--- src/pin_mode_defines.vh ---
`ifndef PIN_MODE_DEFINES_VH
`define PIN_MODE_DEFINES_VH
// Index ports
`define IDX_ADDR_PORT       16'h0022
`define IDX_DATA_PORT       16'h0023
// Configuration register indices
`define IDX_CFG_ID          8'h02
`define IDX_MODE_SELECT     8'h40
`define IDX_BIOS_LOW        8'h42
`define IDX_BIOS_HIGH       8'h43
`define CFG_ID_KEY          8'h0F
// Reset values
`define MODE_SELECT_RESET   8'h20
`define BIOS_LOW_RESET      8'h10
`define BIOS_HIGH_RESET     8'h00
// Writable masks
`define MODE_SELECT_MASK    8'h7F
`define BIOS_LOW_MASK       8'h3F
`define BIOS_HIGH_MASK      8'h0F
// Mode select fields
`define MS_GPCS_BIT         4
`define MS_SERR_BIT         3
`define MS_MUX_HI           2
`define MS_MUX_LO           0
// BIOS low fields and BIOS high write enable
`define BL_ENLARGED_BIT     5
`define BL_HIGH_BIT         4
`define BL_LOW4_BIT         3
`define BL_LOW3_BIT         2
`define BL_LOW2_BIT         1
`define BL_LOW1_BIT         0
`define BH_WRITE_EN_BIT     3
// Mux codes
`define MUX_ALL_IRQ         3'h0
`define MUX_IRQ01           3'h1
`define MUX_IRQ0            3'h2
`define MUX_XBUS            3'h3
`define MUX_DECODED         3'h4
`define MUX_REQ_IRQ01       3'h5
`define MUX_REQ_IRQ0        3'h6
`define MUX_ALL_REQ         3'h7
// Request pin patterns, bit 3 is request pin 7
`define REQ_NONE_IRQ        4'h0
`define REQ_ALL_IRQ         4'hF
`define REQ_IRQ01           4'hC
`define REQ_IRQ0            4'h8
// BIOS alias blocks on address bits 31:16
`define BLK_LOW_1M          16'h000E
`define BLK_LOW_16M         16'h00FE
`define BLK_LOW_4G_A        16'hFFEE
`define BLK_LOW_4G_B        16'hFFFE
`define BLK_HIGH_1M         16'h000F
`define BLK_HIGH_16M        16'h00FF
`define BLK_HIGH_4G         16'hFFFF
// Enlarged range on bits 31:19, top 128 KB excluded via bits 18:17
`define ENL_TOP             13'h1FFF
`define ENL_EXCL            2'h3
// 16 KB block codes on bits 15:14
`define SUB_LOW4            2'h3
`define SUB_LOW3            2'h2
`define SUB_LOW2            2'h1
`define SUB_LOW1            2'h0
`endif

--- src/bios_range_decode.v ---
`timescale 1ns/1ps
`include "pin_mode_defines.vh"
module bios_range_decode (
  input  wire [31:0] addr,
  input  wire [7:0]  bios_low,
  output wire        hit
);
  wire [15:0] blk = addr[31:16];
  wire [1:0]  sub = addr[15:14];
  wire low_area   = (blk == `BLK_LOW_1M) || (blk == `BLK_LOW_16M) || (blk == `BLK_LOW_4G_A) || (blk == `BLK_LOW_4G_B);
  wire high_area  = (blk == `BLK_HIGH_1M) || (blk == `BLK_HIGH_16M) || (blk == `BLK_HIGH_4G);
  wire enlarged   = (addr[31:19] == `ENL_TOP) && (addr[18:17] != `ENL_EXCL);
  assign hit = (bios_low[`BL_ENLARGED_BIT] && enlarged)
             | (bios_low[`BL_HIGH_BIT] && high_area)
             | (bios_low[`BL_LOW4_BIT] && low_area && (sub == `SUB_LOW4))
             | (bios_low[`BL_LOW3_BIT] && low_area && (sub == `SUB_LOW3))
             | (bios_low[`BL_LOW2_BIT] && low_area && (sub == `SUB_LOW2))
             | (bios_low[`BL_LOW1_BIT] && low_area && (sub == `SUB_LOW1));
endmodule // bios_range_decode

--- src/pin_mode_and_bios_select_cfg.v ---
`timescale 1ns/1ps
`include "pin_mode_defines.vh"
// Contract
// - Mode bit 4 picks separate spare chip selects at 0 and an encoded chip select at 1.
// - With mode bit 3 set and NMI globally enabled, a system error pulse raises NMI.
// - With mode bit 3 clear, system error never raises NMI from this source.
// - Mux codes 0 to 3 keep coded slot pins and requests 7-4, trading IRQ inputs for X-Bus strobes step by step.
// - Mux code 4 selects decoded enables and acks, IRQ inputs on the request pins, and all X-Bus strobes.
// - Codes 5 and 6 put IRQ inputs 0,1 or only 0 on request pins 7,6 or 7, with X-Bus strobes.
// - Code 7 selects coded slot pins, all four requests, X-Bus strobes and no IRQ inputs.
// - The BIOS select asserts on reads in an enabled range, and on writes only with write enable set.
// - Bit 5 of the low BIOS register enables the enlarged range.
// - Bit 4 enables the top 64 KB below 1 MB with its aliases, and is set after reset.
// - Bit 3 enables the fourth low 16 KB block with its aliases.
// - Bit 2 enables the third low 16 KB block with its aliases.
// - Bit 1 enables the second low 16 KB block with its aliases.
// - Bit 0 enables the first low 16 KB block with its aliases.
module pin_mode_and_bios_select_cfg (
  input  wire        clk,
  input  wire        reset,
  input  wire        io_write,
  input  wire        io_read,
  input  wire [15:0] io_addr,
  input  wire [7:0]  io_wdata,
  output reg  [7:0]  io_rdata,
  output wire        io_hit,
  input  wire        mem_read,
  input  wire        mem_write,
  input  wire [31:0] mem_addr,
  input  wire        nmi_global_enable,
  input  wire        system_error_n,
  output reg         nmi_serr,
  output reg         chip_select_encoded,
  output reg         coded_slot_enables,
  output reg         coded_slot_acks,
  output reg  [3:0]  req_pin_is_irq,
  output reg         disk_light,
  output reg         floppy_select,
  output reg         rtc_write_strobe,
  output reg         rtc_read_strobe,
  output reg         bios_chip_select_n
);
  reg  [7:0] index_reg;
  reg        unlocked_reg;
  reg  [7:0] pin_mode_select_reg;
  reg  [7:0] bios_select_low_reg;
  reg  [7:0] bios_select_high_reg;
  reg        serr_sync1_reg;
  reg        serr_sync2_reg;
  reg  [7:0] read_value;

  // Port compare shared by all strobe decodes
  function port_match;
    input [15:0] addr;
    input [15:0] port;
    begin
      port_match = (addr == port);
    end
  endfunction

  wire       bios_hit;
  wire [2:0] mux_code      = pin_mode_select_reg[`MS_MUX_HI:`MS_MUX_LO];
  wire       decoded_slots = (mux_code == `MUX_DECODED);
  wire       serr_enabled  = pin_mode_select_reg[`MS_SERR_BIT] && nmi_global_enable;
  wire       wr_addr       = io_write && port_match(io_addr, `IDX_ADDR_PORT);
  wire       wr_data       = io_write && port_match(io_addr, `IDX_DATA_PORT);
  wire       rd_addr       = io_read && port_match(io_addr, `IDX_ADDR_PORT);
  wire       rd_data       = io_read && port_match(io_addr, `IDX_DATA_PORT);

  assign io_hit = wr_addr || wr_data || rd_addr || rd_data;

  // Index and data port pair; data writes need the unlock key first

  always @(posedge clk) begin
    if (reset) begin
      index_reg            <= 8'h00;
      unlocked_reg         <= 1'b0;
      pin_mode_select_reg  <= `MODE_SELECT_RESET;
      bios_select_low_reg  <= `BIOS_LOW_RESET;
      bios_select_high_reg <= `BIOS_HIGH_RESET;
    end else begin
      if (wr_addr)
        index_reg <= io_wdata;
      if (wr_data && index_reg == `IDX_CFG_ID)
        unlocked_reg <= (io_wdata == `CFG_ID_KEY);
      if (wr_data && unlocked_reg) begin
        case (index_reg)
          `IDX_MODE_SELECT: pin_mode_select_reg  <= io_wdata & `MODE_SELECT_MASK;
          `IDX_BIOS_LOW:    bios_select_low_reg  <= io_wdata & `BIOS_LOW_MASK;
          `IDX_BIOS_HIGH:   bios_select_high_reg <= io_wdata & `BIOS_HIGH_MASK;
          default:          ;
        endcase
      end
    end
  end

  // Locked or unknown indices read as zero
  always @* begin
    case (index_reg)
      `IDX_CFG_ID:      read_value = unlocked_reg ? `CFG_ID_KEY : 8'h00;
      `IDX_MODE_SELECT: read_value = unlocked_reg ? pin_mode_select_reg : 8'h00;
      `IDX_BIOS_LOW:    read_value = unlocked_reg ? bios_select_low_reg : 8'h00;
      `IDX_BIOS_HIGH:   read_value = unlocked_reg ? bios_select_high_reg : 8'h00;
      default:          read_value = 8'h00;
    endcase
  end

  always @(posedge clk) begin
    if (reset) begin
      io_rdata <= 8'h00;
    end else if (rd_data) begin
      io_rdata <= read_value;
    end else if (rd_addr) begin
      io_rdata <= index_reg;
    end
  end

  // Two-flop synchroniser on the asynchronous error pin
  always @(posedge clk) begin
    if (reset) begin
      serr_sync1_reg <= 1'b0;
      serr_sync2_reg <= 1'b0;
      nmi_serr       <= 1'b0;
    end else begin
      serr_sync1_reg <= ~system_error_n;
      serr_sync2_reg <= serr_sync1_reg;
      nmi_serr       <= serr_enabled && serr_sync2_reg;
    end
  end

  bios_range_decode u_decode (
    .addr     (mem_addr),
    .bios_low (bios_select_low_reg),
    .hit      (bios_hit)
  );

  // Write enable widens the decode to memory writes
  always @(posedge clk) begin
    if (reset) begin
      bios_chip_select_n <= 1'b1;
    end else begin
      bios_chip_select_n <= ~(bios_hit && (mem_read ||
                              (mem_write && bios_select_high_reg[`BH_WRITE_EN_BIT])));
    end
  end

  always @(posedge clk) begin
    if (reset) begin
      chip_select_encoded <= 1'b0;
      coded_slot_enables  <= 1'b1;
      coded_slot_acks     <= 1'b1;
      req_pin_is_irq      <= 4'h0;
      disk_light          <= 1'b0;
      floppy_select       <= 1'b0;
      rtc_write_strobe    <= 1'b0;
      rtc_read_strobe     <= 1'b0;
    end else begin
      chip_select_encoded <= pin_mode_select_reg[`MS_GPCS_BIT];
      coded_slot_enables  <= ~decoded_slots;
      coded_slot_acks     <= ~decoded_slots;
      // Pin mode flags, one per shared pin group
      case (mux_code)
        `MUX_ALL_IRQ: begin
          req_pin_is_irq   <= `REQ_NONE_IRQ;
          disk_light       <= 1'b0;
          floppy_select    <= 1'b0;
          rtc_write_strobe <= 1'b0;
          rtc_read_strobe  <= 1'b0;
        end
        `MUX_IRQ01: begin
          req_pin_is_irq   <= `REQ_NONE_IRQ;
          disk_light       <= 1'b0;
          floppy_select    <= 1'b0;
          rtc_write_strobe <= 1'b1;
          rtc_read_strobe  <= 1'b1;
        end
        `MUX_IRQ0: begin
          req_pin_is_irq   <= `REQ_NONE_IRQ;
          disk_light       <= 1'b0;
          floppy_select    <= 1'b1;
          rtc_write_strobe <= 1'b1;
          rtc_read_strobe  <= 1'b1;
        end
        `MUX_XBUS: begin
          req_pin_is_irq   <= `REQ_NONE_IRQ;
          disk_light       <= 1'b1;
          floppy_select    <= 1'b1;
          rtc_write_strobe <= 1'b1;
          rtc_read_strobe  <= 1'b1;
        end
        `MUX_DECODED: begin
          req_pin_is_irq   <= `REQ_ALL_IRQ;
          disk_light       <= 1'b1;
          floppy_select    <= 1'b1;
          rtc_write_strobe <= 1'b1;
          rtc_read_strobe  <= 1'b1;
        end
        `MUX_REQ_IRQ01: begin
          req_pin_is_irq   <= `REQ_IRQ01;
          disk_light       <= 1'b1;
          floppy_select    <= 1'b1;
          rtc_write_strobe <= 1'b1;
          rtc_read_strobe  <= 1'b1;
        end
        `MUX_REQ_IRQ0: begin
          req_pin_is_irq   <= `REQ_IRQ0;
          disk_light       <= 1'b1;
          floppy_select    <= 1'b1;
          rtc_write_strobe <= 1'b1;
          rtc_read_strobe  <= 1'b1;
        end
        default: begin
          req_pin_is_irq   <= `REQ_NONE_IRQ;
          disk_light       <= 1'b1;
          floppy_select    <= 1'b1;
          rtc_write_strobe <= 1'b1;
          rtc_read_strobe  <= 1'b1;
        end
      endcase
    end
  end
endmodule // pin_mode_and_bios_select_cfg

--- config.mk ---
export PLATFORM = sky130hd
export DESIGN_NAME = pin_mode_and_bios_select_cfg
export DESIGN_NICKNAME = d
export VERILOG_FILES = /design/src/bios_range_decode.v /design/src/pin_mode_and_bios_select_cfg.v
export VERILOG_INCLUDE_DIRS = /design/src
export SDC_FILE = /design/constraint.sdc
export NUM_CORES = 1
export LEC_CHECK = 0
export BUFFER_PORTS_ARGS = -buffer_cell sky130_fd_sc_hd__buf_4
export CORE_ASPECT_RATIO = 1.1
export CORE_MARGIN = 2
export CORE_UTILIZATION = 44
export DETAILED_ROUTE_END_ITERATION = 8
export PLACE_DENSITY = 0.76
export SETUP_SLACK_MARGIN = 0.4
export SLEW_MARGIN = 20
export SYNTH_ARGS = -nofsm -noshare
export SYNTH_HDL_FRONTEND = slang
export SYNTH_HIERARCHICAL = 1
export SYNTH_SLANG_ARGS = --single-unit
--- constraint.sdc ---
create_clock -name clk -period 2.1 [get_ports clk]
set_input_delay 0.42 -clock clk [delete_from_list [all_inputs] [get_ports clk]]
set_output_delay 0.42 -clock clk [all_outputs]
set_load 0.05 [all_outputs]
Yosys cells after proc, flatten, opt, wreduce, memory -nomap -nowiden --
Cells that the tools add are included.
Word-level totals: input port bits 64, flip-flop bits (word level) 47, word-level logic and storage cells 97
Operators by class: reductions and logical operators 38, bitwise operators 8, mux-type cells 11, eq/ne operators 24
Operators by type and width (count):
- $eq A16 B16 Y1 const B | 3
- $eq A16 B4 Y1 const B | 2
- $eq A16 B6 Y1 const B | 2
- $eq A16 B8 Y1 const B | 2
- $pmux W7 S4 | 1
- $eq A8 B7 Y1 const B | 3
- $logic_and A1 B1 Y1 | 21
- $mux W8 | 2
- $eq A13 B13 Y1 const B | 1
- $pmux W4 S3 | 1
- $eq A3 B3 Y1 const B | 3
- $logic_or A1 B1 Y1 | 9
- $eq A8 B2 Y1 const B | 1
- $eq A8 B4 Y1 const B | 1
- $mux W4 | 2
- $mux W7 | 1
- $mux W6 | 1
- $reduce_and A2 Y1 | 3
- $or A1 B1 Y1 | 5
- $eq A2 B2 Y1 const B | 2
- $eq A3 B1 Y1 const B | 1
- $eq A3 B2 Y1 const B | 1
- $logic_not A3 Y1 | 1
- $mux W1 | 3
- 7 further kinds | 9

Depth between registers and ports, before layout --
Gate-level depths: netlist of run 1.
word-level depth 12, depth in mapped cells 6, gate-level depth less buffers 5

By module --
Netlist of run 1, hierarchy kept.
Modules (own cells, without submodules):
- pin_mode_and_bios_select_cfg | instances 1, area each 2130.8 µm², seq. area each 920.9 µm², cells each 249
- bios_range_decode | instances 1, area each 138.9 µm², seq. area each 0.0 µm², cells each 18

Least setup slack after synthesis of run 1 --
Ideal clock, no wire load.
kind register -> register, start register index_reg[3], end register pin_mode_select_reg[4], clock period less this slack 2154 ps, setup slack -54 ps, required time 1979 ps, data arrival time 2033 ps, library setup time 121 ps, path buffers 1, stages on the path, launching flop included 6, cells stage by stage dfxtp_1 > or4_1 > or4_4 > or3_1 > buf_6 > mux2_4
Between the ends: word-level cells in the longest chain between the ends 2
Ends and longest elaborated chain:
- start: declaration | line pin_mode_and_bios_select_cfg.v:43 | reg [7:0] index_reg;
- start signal: assignment | line pin_mode_and_bios_select_cfg.v:83 | index_reg <= io_wdata;
- $eq A8 B7 Y1 | line pin_mode_and_bios_select_cfg.v:87 | case (index_reg)
- $reduce_and A2 Y1 (no source line)
- end signal: assignment | line pin_mode_and_bios_select_cfg.v:78 | pin_mode_select_reg <= `MODE_SELECT_RESET;
- end signal: assignment | line pin_mode_and_bios_select_cfg.v:88 | `IDX_MODE_SELECT: pin_mode_select_reg <= io_wdata & `MODE_SELECT_MASK;
- end: declaration | line pin_mode_and_bios_select_cfg.v:45 | reg [7:0] pin_mode_select_reg;
Every way passes these cells. A chain may end at the register's enable or synchronous reset.

Final worst setup path of run 1 --
start register index_reg[4], end register pin_mode_select_reg[4]
The elaborated chain is that of the path after synthesis.

==> metrics.cfg, run 1 <==
[critical_path]
max_stage_delay_ns=0.49
crit_path_end_kind=flop
rr_worst_depth=4
rr_endpoint=pin_mode_select_reg[4]$_SDFFE_PP0P_
r2r_start=index_reg[4]$_SDFFE_PP0P_
critPathSlowestCell=or4_1
r2r_slack_ns=0.06
required_ns=2.30
worstSetupStartpointType=flop
critPathArrivalTime_ns=2.24
crit_fanout=4
critPathKind=flop to flop
path_cells=or4_1 > or4_4 > or3_4 > mux2_4

[logic_synthesis]
yosys_warnings=6
synth_nets=330
synthCells=266
synth_area_per_cell_sq_um=8.52
synth_area_sq_um=2270

[timing]
fin_ws_ns=0.0560
min_period_over_period_pct=97.3
tightest_slew_ns=0.461
hold_viol=0
finalSetupViolations=0
fin_skew_ns=0.00730
slew_headroom_pct=69.2
max_clock_freq_ghz=0.489
fin_crit_ns=2.04
rsz0062_at_grt=true
drv_slew=0

[final_layout]
drive_gt1_share_pct=35.8
synthToLayoutAreaGrowth_pct=41.8
fill_cells=442
design_area_sq_um=3210
diodes=0
layout.nets=409

[cts]
cts_buffer_depth=2
clock-root-buffer=clkbuf_8
holdBufCountCts=0
insertion_delay_ns=0.30
cts_buffers=5
cts_sinks=46
htree_levels=2
cts_tree=yes
cts.clk_slew.worst_paths_ns=0.09

[pwr]
power.leakage_nw=1.34
power_density_nw_per_um2=497
vdd_drop_max_mv=0.266
switching_share_pct=24.6
p_seq_share_pct=54.7
p_int_mw=1.20
pwr-share-clk_pct=34.7
pwr-share-comb_pct=10.6
p_switching_mw=0.393

[worst_hold_path]
hold_depth=2
hold_start=system_error_n
worstHoldPathType=input pin to flop
worstHoldEndpoint=serr_sync1_reg$_SDFF_PP0_

[floorplanning]
die_w_um=72.4
num_rows=27
die_h_um=79.3
io_pins=86
start_util_pct=45.3
die_area_sq_um=5740
core_sq_um=5000

[global_routing]
grt_overflow=0
grt_max_degree=51
grt_pass1_vias=2147
grt_pass1_wl_um=9720
grtUsageTotal_pct=21.5
antenna_found_initial=0

[routing]
vias=2343
routedWlPerCell_um=15.2
ant_nets=0
drtIter0Drc=79
viasPerCell=5.80
drc_errors=0
wl_um=6130
drt-pass1-iter-count=4

[placement]
place_ws_ns=-0.0353
place_area_sq_um=2940
dpl.hpwl_um=4570
portBuffers=71
gp_congestion=0.801

[run]
cap_violations=0

[status]
outcome=completed

-- worst max-delay path by stage --
stage                                    startpoint  cells past startpoint                                   to  slack (ns)
final                     index_reg[4]$_SDFFE_PP0P_                      4  pin_mode_select_reg[4]$_SDFFE_PP0P_        0.06
after global placement                   io_addr[0]                      5            unlocked_reg$_SDFFE_PP0P_       -0.02
after CTS                 index_reg[4]$_SDFFE_PP0P_                      4  pin_mode_select_reg[4]$_SDFFE_PP0P_        0.08
after global routing      index_reg[4]$_SDFFE_PP0P_                      5  pin_mode_select_reg[6]$_SDFFE_PP0P_        0.02
after floorplan           index_reg[3]$_SDFFE_PP0P_                      5  pin_mode_select_reg[4]$_SDFFE_PP0P_       -0.01
after detailed placement                 io_addr[0]                      5            unlocked_reg$_SDFFE_PP0P_       -0.04
-- stage by stage --
stage / util, % / hold slack, ns / setup TNS (ns) / instances / total power, mW
global placement: 58.9 / 0.429 / -0.0195 / 390 / 1.05
detailed placement: 58.9 / 0.447 / -0.0353 / 390 / 1.05
CTS: 63.0 / 0.252 / 0 / 403 / 1.60
floorplan: - / 0.414 / -0.0141 / 266 / 0.944
global route: 64.3 / 0.240 / 0 / 404 / 1.66
finish: 64.3 / 0.258 / 0 / 404 / 1.60
-- cell usage in the layout (no fill, tap or decap), types with 4 or more instances in the layout --
master,n
nand3_1,16
nor4_1,5
nor2_1,19
nor2b_1,6
o22ai_1,5
mux2i_1,14
a21oi_1,21
o21ai_1,6
o21ai_0,11
clkbuf_8,5
nand2b_1,17
nand4_1,7
buf_4,79
nand2_1,18
inv_1,4
buf_6,10
o21bai_1,5
dfxtp_1,45
-- worst max-delay path: cells and delay by family (launching register included) --
family	cells	cell delay [ns]
simple gates	3	1.29
mux	1	0.30
flops	1	0.35
-- power groups by stage --
stage               clock network (mW)  logic (mW)  registers, mW
floorplan                            0      0.0499          0.894
global placement                     0       0.153          0.894
detailed placement                   0       0.157          0.894
CTS                              0.567       0.164          0.874
global route                     0.601       0.181          0.874
finish                           0.554       0.169          0.874
-- timing repair --
item,CTS,global route
setup endpoints to repair,26,27
pin swaps,9,11
resized for setup,20,14
buffers inserted,5,1
-- area by class of cell --
cell class	instances	area (sq um)	share of cell area (%)
Timing Repair Buffer	91	736	22.9
Sequential cell	46	922	28.7
Clock buffer	5	68.8	2.14
Tap cell	58	72.6	2.26
Multi-Input combinational cell	197	1380	42.8
Clock inverter	3	23.8	0.740
Inverter	4	15.0	0.467
-- per-layer routing --
layer / vias up / part of all wire, % / GRT usage [%]
met3: 16 / 6.5 / 3.93
met5: - / 0 / 0
met4: 0 / 2.7 / 10.2
met1: 1106 / 41 / 25.8
li1: 1133 / - / -
met2: 88 / 50 / 36.8
Note: power is estimated with default switching activity, not from simulation.
==> run 2, diff against run 1 <==
==> constraint.sdc (replaced) <==
create_clock -name clk -period 2.1 [get_ports clk]
set_input_delay 0.42 -clock clk [delete_from_list [all_inputs] [get_ports clk]]
set_output_delay 0.42 -clock clk [all_outputs]
set_load 0.01 [all_outputs]
==> run 2 against run 1 <==
Global-route usage grew 0.081 points. Setup slack lost 0.023 ns. Maximum frequency shrank 1.1%. Core utilization shrank 0.53 points. Count of clock-buffer cells in the layout is the same. Flip-flop and latch count is the same. Sequential share of layout area grew 0.24 points. Critical path type unchanged. Largest power group unchanged.
==> metrics.cfg, run 2 (same netlist as run 1, synthesis figures left out) <==
[routing]
wl_um=6140
dr_wl_met2_um=3160
drtIter0Drc=123
highest_layer=met4
wl_met3_um=369
ant_nets=0
vias=2300
drc_errors=0
viasPerCell=5.76
routedWlPerCell_um=15.4
drt-pass1-iter-count=4
wl_met1_um=2470

[timing]
tightest_slew_ns=0.475
whs_ns=0.253
fin_ws_ns=0.0330
slew_headroom_pct=68.4
max_clock_freq_ghz=0.484
drv_slew=0
min_period_over_period_pct=98.4
setup_tns_ns=0
finalSetupViolations=0
hold_viol=0
fin_crit_ns=2.07
fin_skew_ns=0.00732
rsz0062_at_grt=true

[final_layout]
layout_commonest_cell=buf_4
layout.nets=404
synthToLayoutAreaGrowth_pct=40.6
layout_common_cells=buf_4 (79), dfxtp_1 (45), nor2_1 (20)
layout.cells.non_filler=399
drive_gt1_share_pct=37.2
diodes=0
design_area_sq_um=3190
post-route-util_pct=63.7

[critical_path]
rr_worst_depth=4
rr_endpoint=pin_mode_select_reg[4]$_SDFFE_PP0P_
crit_path_end_kind=flop
worstSetupStartpointType=flop
critPathKind=flop to flop
required_ns=2.30
path_cells=or4_1 > or4_4 > or3_4 > mux2_4
crit_fanout=3
r2r_slack_ns=0.03
max_stage_delay_ns=0.50
r2r_start=index_reg[4]$_SDFFE_PP0P_
critPathSlowestCell=or4_1
critPathArrivalTime_ns=2.26

[cts]
cts.clk_slew.worst_paths_ns=0.09
cts_buffer_depth=2
cts_sinks=46
insertion_delay_ns=0.31
cts_buffers=5
cts_tree=yes
htree_levels=2
clock-root-buffer=clkbuf_8

[placement]
portBuffers=71
gp_congestion=0.810
place_area_sq_um=2880
numPlacedInstances=388
place_ws_ns=-0.0287
dpl.hpwl_um=4430

[worst_hold_path]
worstHoldPathType=input pin to flop
hold_depth=2
hold_start=system_error_n
worstHoldEndpoint=serr_sync1_reg$_SDFF_PP0_

[pwr]
power_density_nw_per_um2=503
total_power_mw=1.60
vdd_drop_max_mv=0.326
pwr-share-comb_pct=10.4
p_switching_mw=0.399
p_int_mw=1.20
switching_share_pct=24.9
power.leakage_nw=1.32
pwr-share-clk_pct=35.1
p_seq_share_pct=54.5

[floorplanning]
core_sq_um=5000
num_rows=27
die_h_um=79.3
die_w_um=72.4
start_util_pct=45.3
die_area_sq_um=5740
io_pins=86

[global_routing]
grtUsageTotal_pct=21.6
antenna_found_initial=0
grt_max_degree=51
grt_pass1_vias=2175
grt_pass1_wl_um=9780
grt_overflow=0

[run]
cap_violations=0

[status]
outcome=completed

-- run 2: cell count changes in the layout (fill, tap and decap cells not counted), moves of 2 or more --
cell | previous run | this run
a21oi_1 | 21 | 19
a21oi_2 | 0 | 2
buf_6 | 10 | 6
o21ai_1 | 6 | 4
o21ai_2 | 1 | 4
or4_1 | 3 | 1
or4_4 | 2 | 4
-- run 2: timing repair --
item,CTS,global route
gates cloned,0,0
pin swaps,3,8
hold endpoints to repair,0,0
gates resized for setup,18,27
hold buffers,0,0
buffers inserted,1,2
setup endpoints to repair,26,27
-- run 2: worst max-delay path by stage --
stage	start	to	depth (start not counted)	slack, ns
2_1_floorplan	index_reg[3]$_SDFFE_PP0P_	pin_mode_select_reg[4]$_SDFFE_PP0P_	5	-0.01
3_3_place_gp	io_addr[0]	unlocked_reg$_SDFFE_PP0P_	5	-0.02
3_5_place_dp	io_addr[0]	unlocked_reg$_SDFFE_PP0P_	5	-0.03
4_1_cts	index_reg[4]$_SDFFE_PP0P_	pin_mode_select_reg[4]$_SDFFE_PP0P_	4	0.06
5_1_grt	index_reg[4]$_SDFFE_PP0P_	pin_mode_select_reg[4]$_SDFFE_PP0P_	4	0.004
6_report	index_reg[4]$_SDFFE_PP0P_	pin_mode_select_reg[4]$_SDFFE_PP0P_	4	0.03
-- run 2: power by group through the flow --
stage	Combinational [mW]	Sequential, mW	Clock (mW)
floorplan	0.0461	0.894	0
global placement	0.144	0.894	0
detailed placement	0.147	0.894	0
CTS	0.157	0.874	0.569
global route	0.180	0.874	0.597
finish	0.167	0.873	0.562
-- run 2: routing by layer --
layer  vias up  GRT usage (%)
li1       1120              -
met1      1084           26.7
met2        82           37.5
met3        14           3.93
met4         0           7.41
met5         -              0
-- run 2: critical path, delay by kind of cell (launching register included) --
family | cells | cell delay (ns)
multiplexers | 1 | 0.30
AND/OR/NAND/NOR | 3 | 1.32
flip-flops | 1 | 0.34
-- run 2: final cells by class --
cell class                 count  area, sq um
inverter                       4         15.0
tap                           58         72.6
clock buffer                   5         68.8
timing repair buffer          86          676
sequential                    46          922
fill                         437         1810
clock inverter                 3         25.0
multi-input combinational    197         1410
==> run 3, diff against run 2 <==
--- a/config.mk
+++ b/config.mk
@@ -9,9 +9,10 @@
 export BUFFER_PORTS_ARGS = -buffer_cell sky130_fd_sc_hd__buf_4
 export CORE_ASPECT_RATIO = 1.1
 export CORE_MARGIN = 2
-export CORE_UTILIZATION = 44
+export CORE_UTILIZATION = 46
+export CTS_BUF_LIST = sky130_fd_sc_hd__clkbuf_4 sky130_fd_sc_hd__clkbuf_8
 export DETAILED_ROUTE_END_ITERATION = 8
-export PLACE_DENSITY = 0.76
+export PLACE_DENSITY = 0.79
 export SETUP_SLACK_MARGIN = 0.4
 export SLEW_MARGIN = 20
 export SYNTH_ARGS = -nofsm -noshare
==> run 3 against run 2 <==
Sequential share of layout area shrank 0.15 points. Sequential power is essentially flat. Non-clock buffer count is 6 higher. Maximum frequency rose by 2.4%. Hold slack improved by 0.0083 ns. Combinational power barely moved. Cell count rose by 1.0%. Clock skew is 0.0016 ns lower. Critical endpoint unchanged. Highest routed layer unchanged.
==> metrics.cfg, run 3 (same netlist as run 1, synthesis figures left out) <==
[global_routing]
grt_max_degree=51
grt_pass1_wl_um=9960
grtUsageTotal_pct=22.4
antenna_found_initial=0
grt_overflow=0
grt_pass1_vias=2111

[timing]
min_period_over_period_pct=96.2
fin_skew_ns=0.00571
tightest_slew_ns=0.478
finalSetupViolations=0
whs_ns=0.261
hold_viol=0
fin_crit_ns=2.02
max_clock_freq_ghz=0.495
rsz0062_at_grt=true
slew_headroom_pct=67.7
fin_ws_ns=0.0806
drv_slew=0

[pwr]
p_int_mw=1.33
power.leakage_nw=1.34
pwr-share-comb_pct=9.6
pwr-share-clk_pct=39.6
p_switching_mw=0.387
switching_share_pct=22.5
vdd_drop_max_mv=0.308
p_seq_share_pct=50.8
power_density_nw_per_um2=536

[routing]
viasPerCell=5.65
routedWlPerCell_um=15.4
ant_nets=0
wl_um=6220
drt-pass1-iter-count=4
drc_errors=0
vias=2276
drtIter0Drc=114

[cts]
cts_buffers=5
holdBufCountCts=0
insertion_delay_ns=0.31
cts_buffer_depth=2
cts.clk_slew.worst_paths_ns=0.08
cts_sinks=46
htree_levels=2
clock-root-buffer=clkbuf_8
cts_tree=yes

[floorplanning]
die_h_um=77.6
core_sq_um=4680
die_w_um=70.9
num_rows=26
io_pins=86
die_area_sq_um=5500
start_util_pct=48.4

[critical_path]
path_cells=or4_1 > or4_4 > or3_4 > mux2_4
max_stage_delay_ns=0.49
crit_fanout=3
critPathKind=flop to flop
critPathSlowestCell=or4_1
worstSetupStartpointType=flop
required_ns=2.30
crit_path_end_kind=flop
critPathArrivalTime_ns=2.22

[final_layout]
post-route-util_pct=68.5
drive_gt1_share_pct=37.2
design_area_sq_um=3210
diodes=0
layout.nets=410
layout.cells.non_filler=403
synthToLayoutAreaGrowth_pct=41.6
layout_common_cells=buf_4 (85), dfxtp_1 (44), nor2_1 (20)
layout_commonest_cell=buf_4

[placement]
dpl.hpwl_um=4410
gp_congestion=0.765
place_ws_ns=-0.0492
place_area_sq_um=2870
numPlacedInstances=386
portBuffers=71

[status]
outcome=completed

[run]
cap_violations=0

[worst_hold_path]
worstHoldPathType=input pin to flop

-- run 3: cell types whose count changed in the layout (fill, tap and decap cells not counted), sizes merged --
cell and delta:
clkbuf +1, inv -1, buf +6, bufinv +1
clkinv -1
-- run 3: stage by stage --
| step | TNS (ns) | power (mW) |
|---|---|---|
| after floorplan | -0.0141 | 0.940 |
| after global placement | -0.0326 | 1.04 |
| after detailed placement | -0.0492 | 1.04 |
| after CTS | 0 | 1.72 |
| after global routing | 0 | 1.77 |
| final | 0 | 1.72 |
-- run 3: final timing paths --
path / startpoint / end / cells after the start / slack [ns]
max: index_reg[4]$_SDFFE_PP0P_ / pin_mode_select_reg[4]$_SDFFE_PP0P_ / 4 / 0.08
min: system_error_n / serr_sync1_reg$_SDFF_PP0_ / 2 / 0.26
max reg2reg: index_reg[4]$_SDFFE_PP0P_ / pin_mode_select_reg[4]$_SDFFE_PP0P_ / 4 / 0.08
min reg2reg: serr_sync1_reg$_SDFF_PP0_ / serr_sync2_reg$_SDFF_PP0_ / 1 / 0.45
-- run 3: final cells by class --
| type | count | area (sq um) |
|---|---|---|
| flip-flops and latches | 46 | 923 |
| fillers | 386 | 1480 |
| inverters | 4 | 15.0 |
| multi-input cells | 197 | 1370 |
| repair buffers | 92 | 717 |
| clock inverters | 2 | 37.5 |
| well taps | 56 | 70.1 |
| clock buffers | 6 | 76.3 |
-- run 3: worst max-delay path, delay by kind of cell, from the launching register on --
family | cells | cell delay [ns]
flip-flops | 1 | 0.34
multiplexers | 1 | 0.30
AND/OR/NAND/NOR | 3 | 1.29
-- run 3: repair_timing --
action                                  CTS  global route
gates cloned                              0             0
gates resized for setup                  20            17
endpoints found under the hold margin     0             0
pin swaps                                 8            12
endpoints found under the setup margin   26            26
setup buffers                             4             5
-- run 3: power by group through the flow --
stage / Sequential, mW / Clock, mW / Combinational (mW)
floorplan: 0.894 / 0 / 0.0461
global placement: 0.894 / 0 / 0.144
detailed placement: 0.894 / 0 / 0.146
CTS: 0.873 / 0.687 / 0.158
global route: 0.874 / 0.718 / 0.178
finish: 0.873 / 0.681 / 0.164
-- run 3: layer usage --
metal / global-route usage (%) / wire length [um]
met3: 5.19 / 497
met2: 38.0 / 3130
met1: 28.6 / 2480
met4: 5.66 / 118
met5: 0 / 0
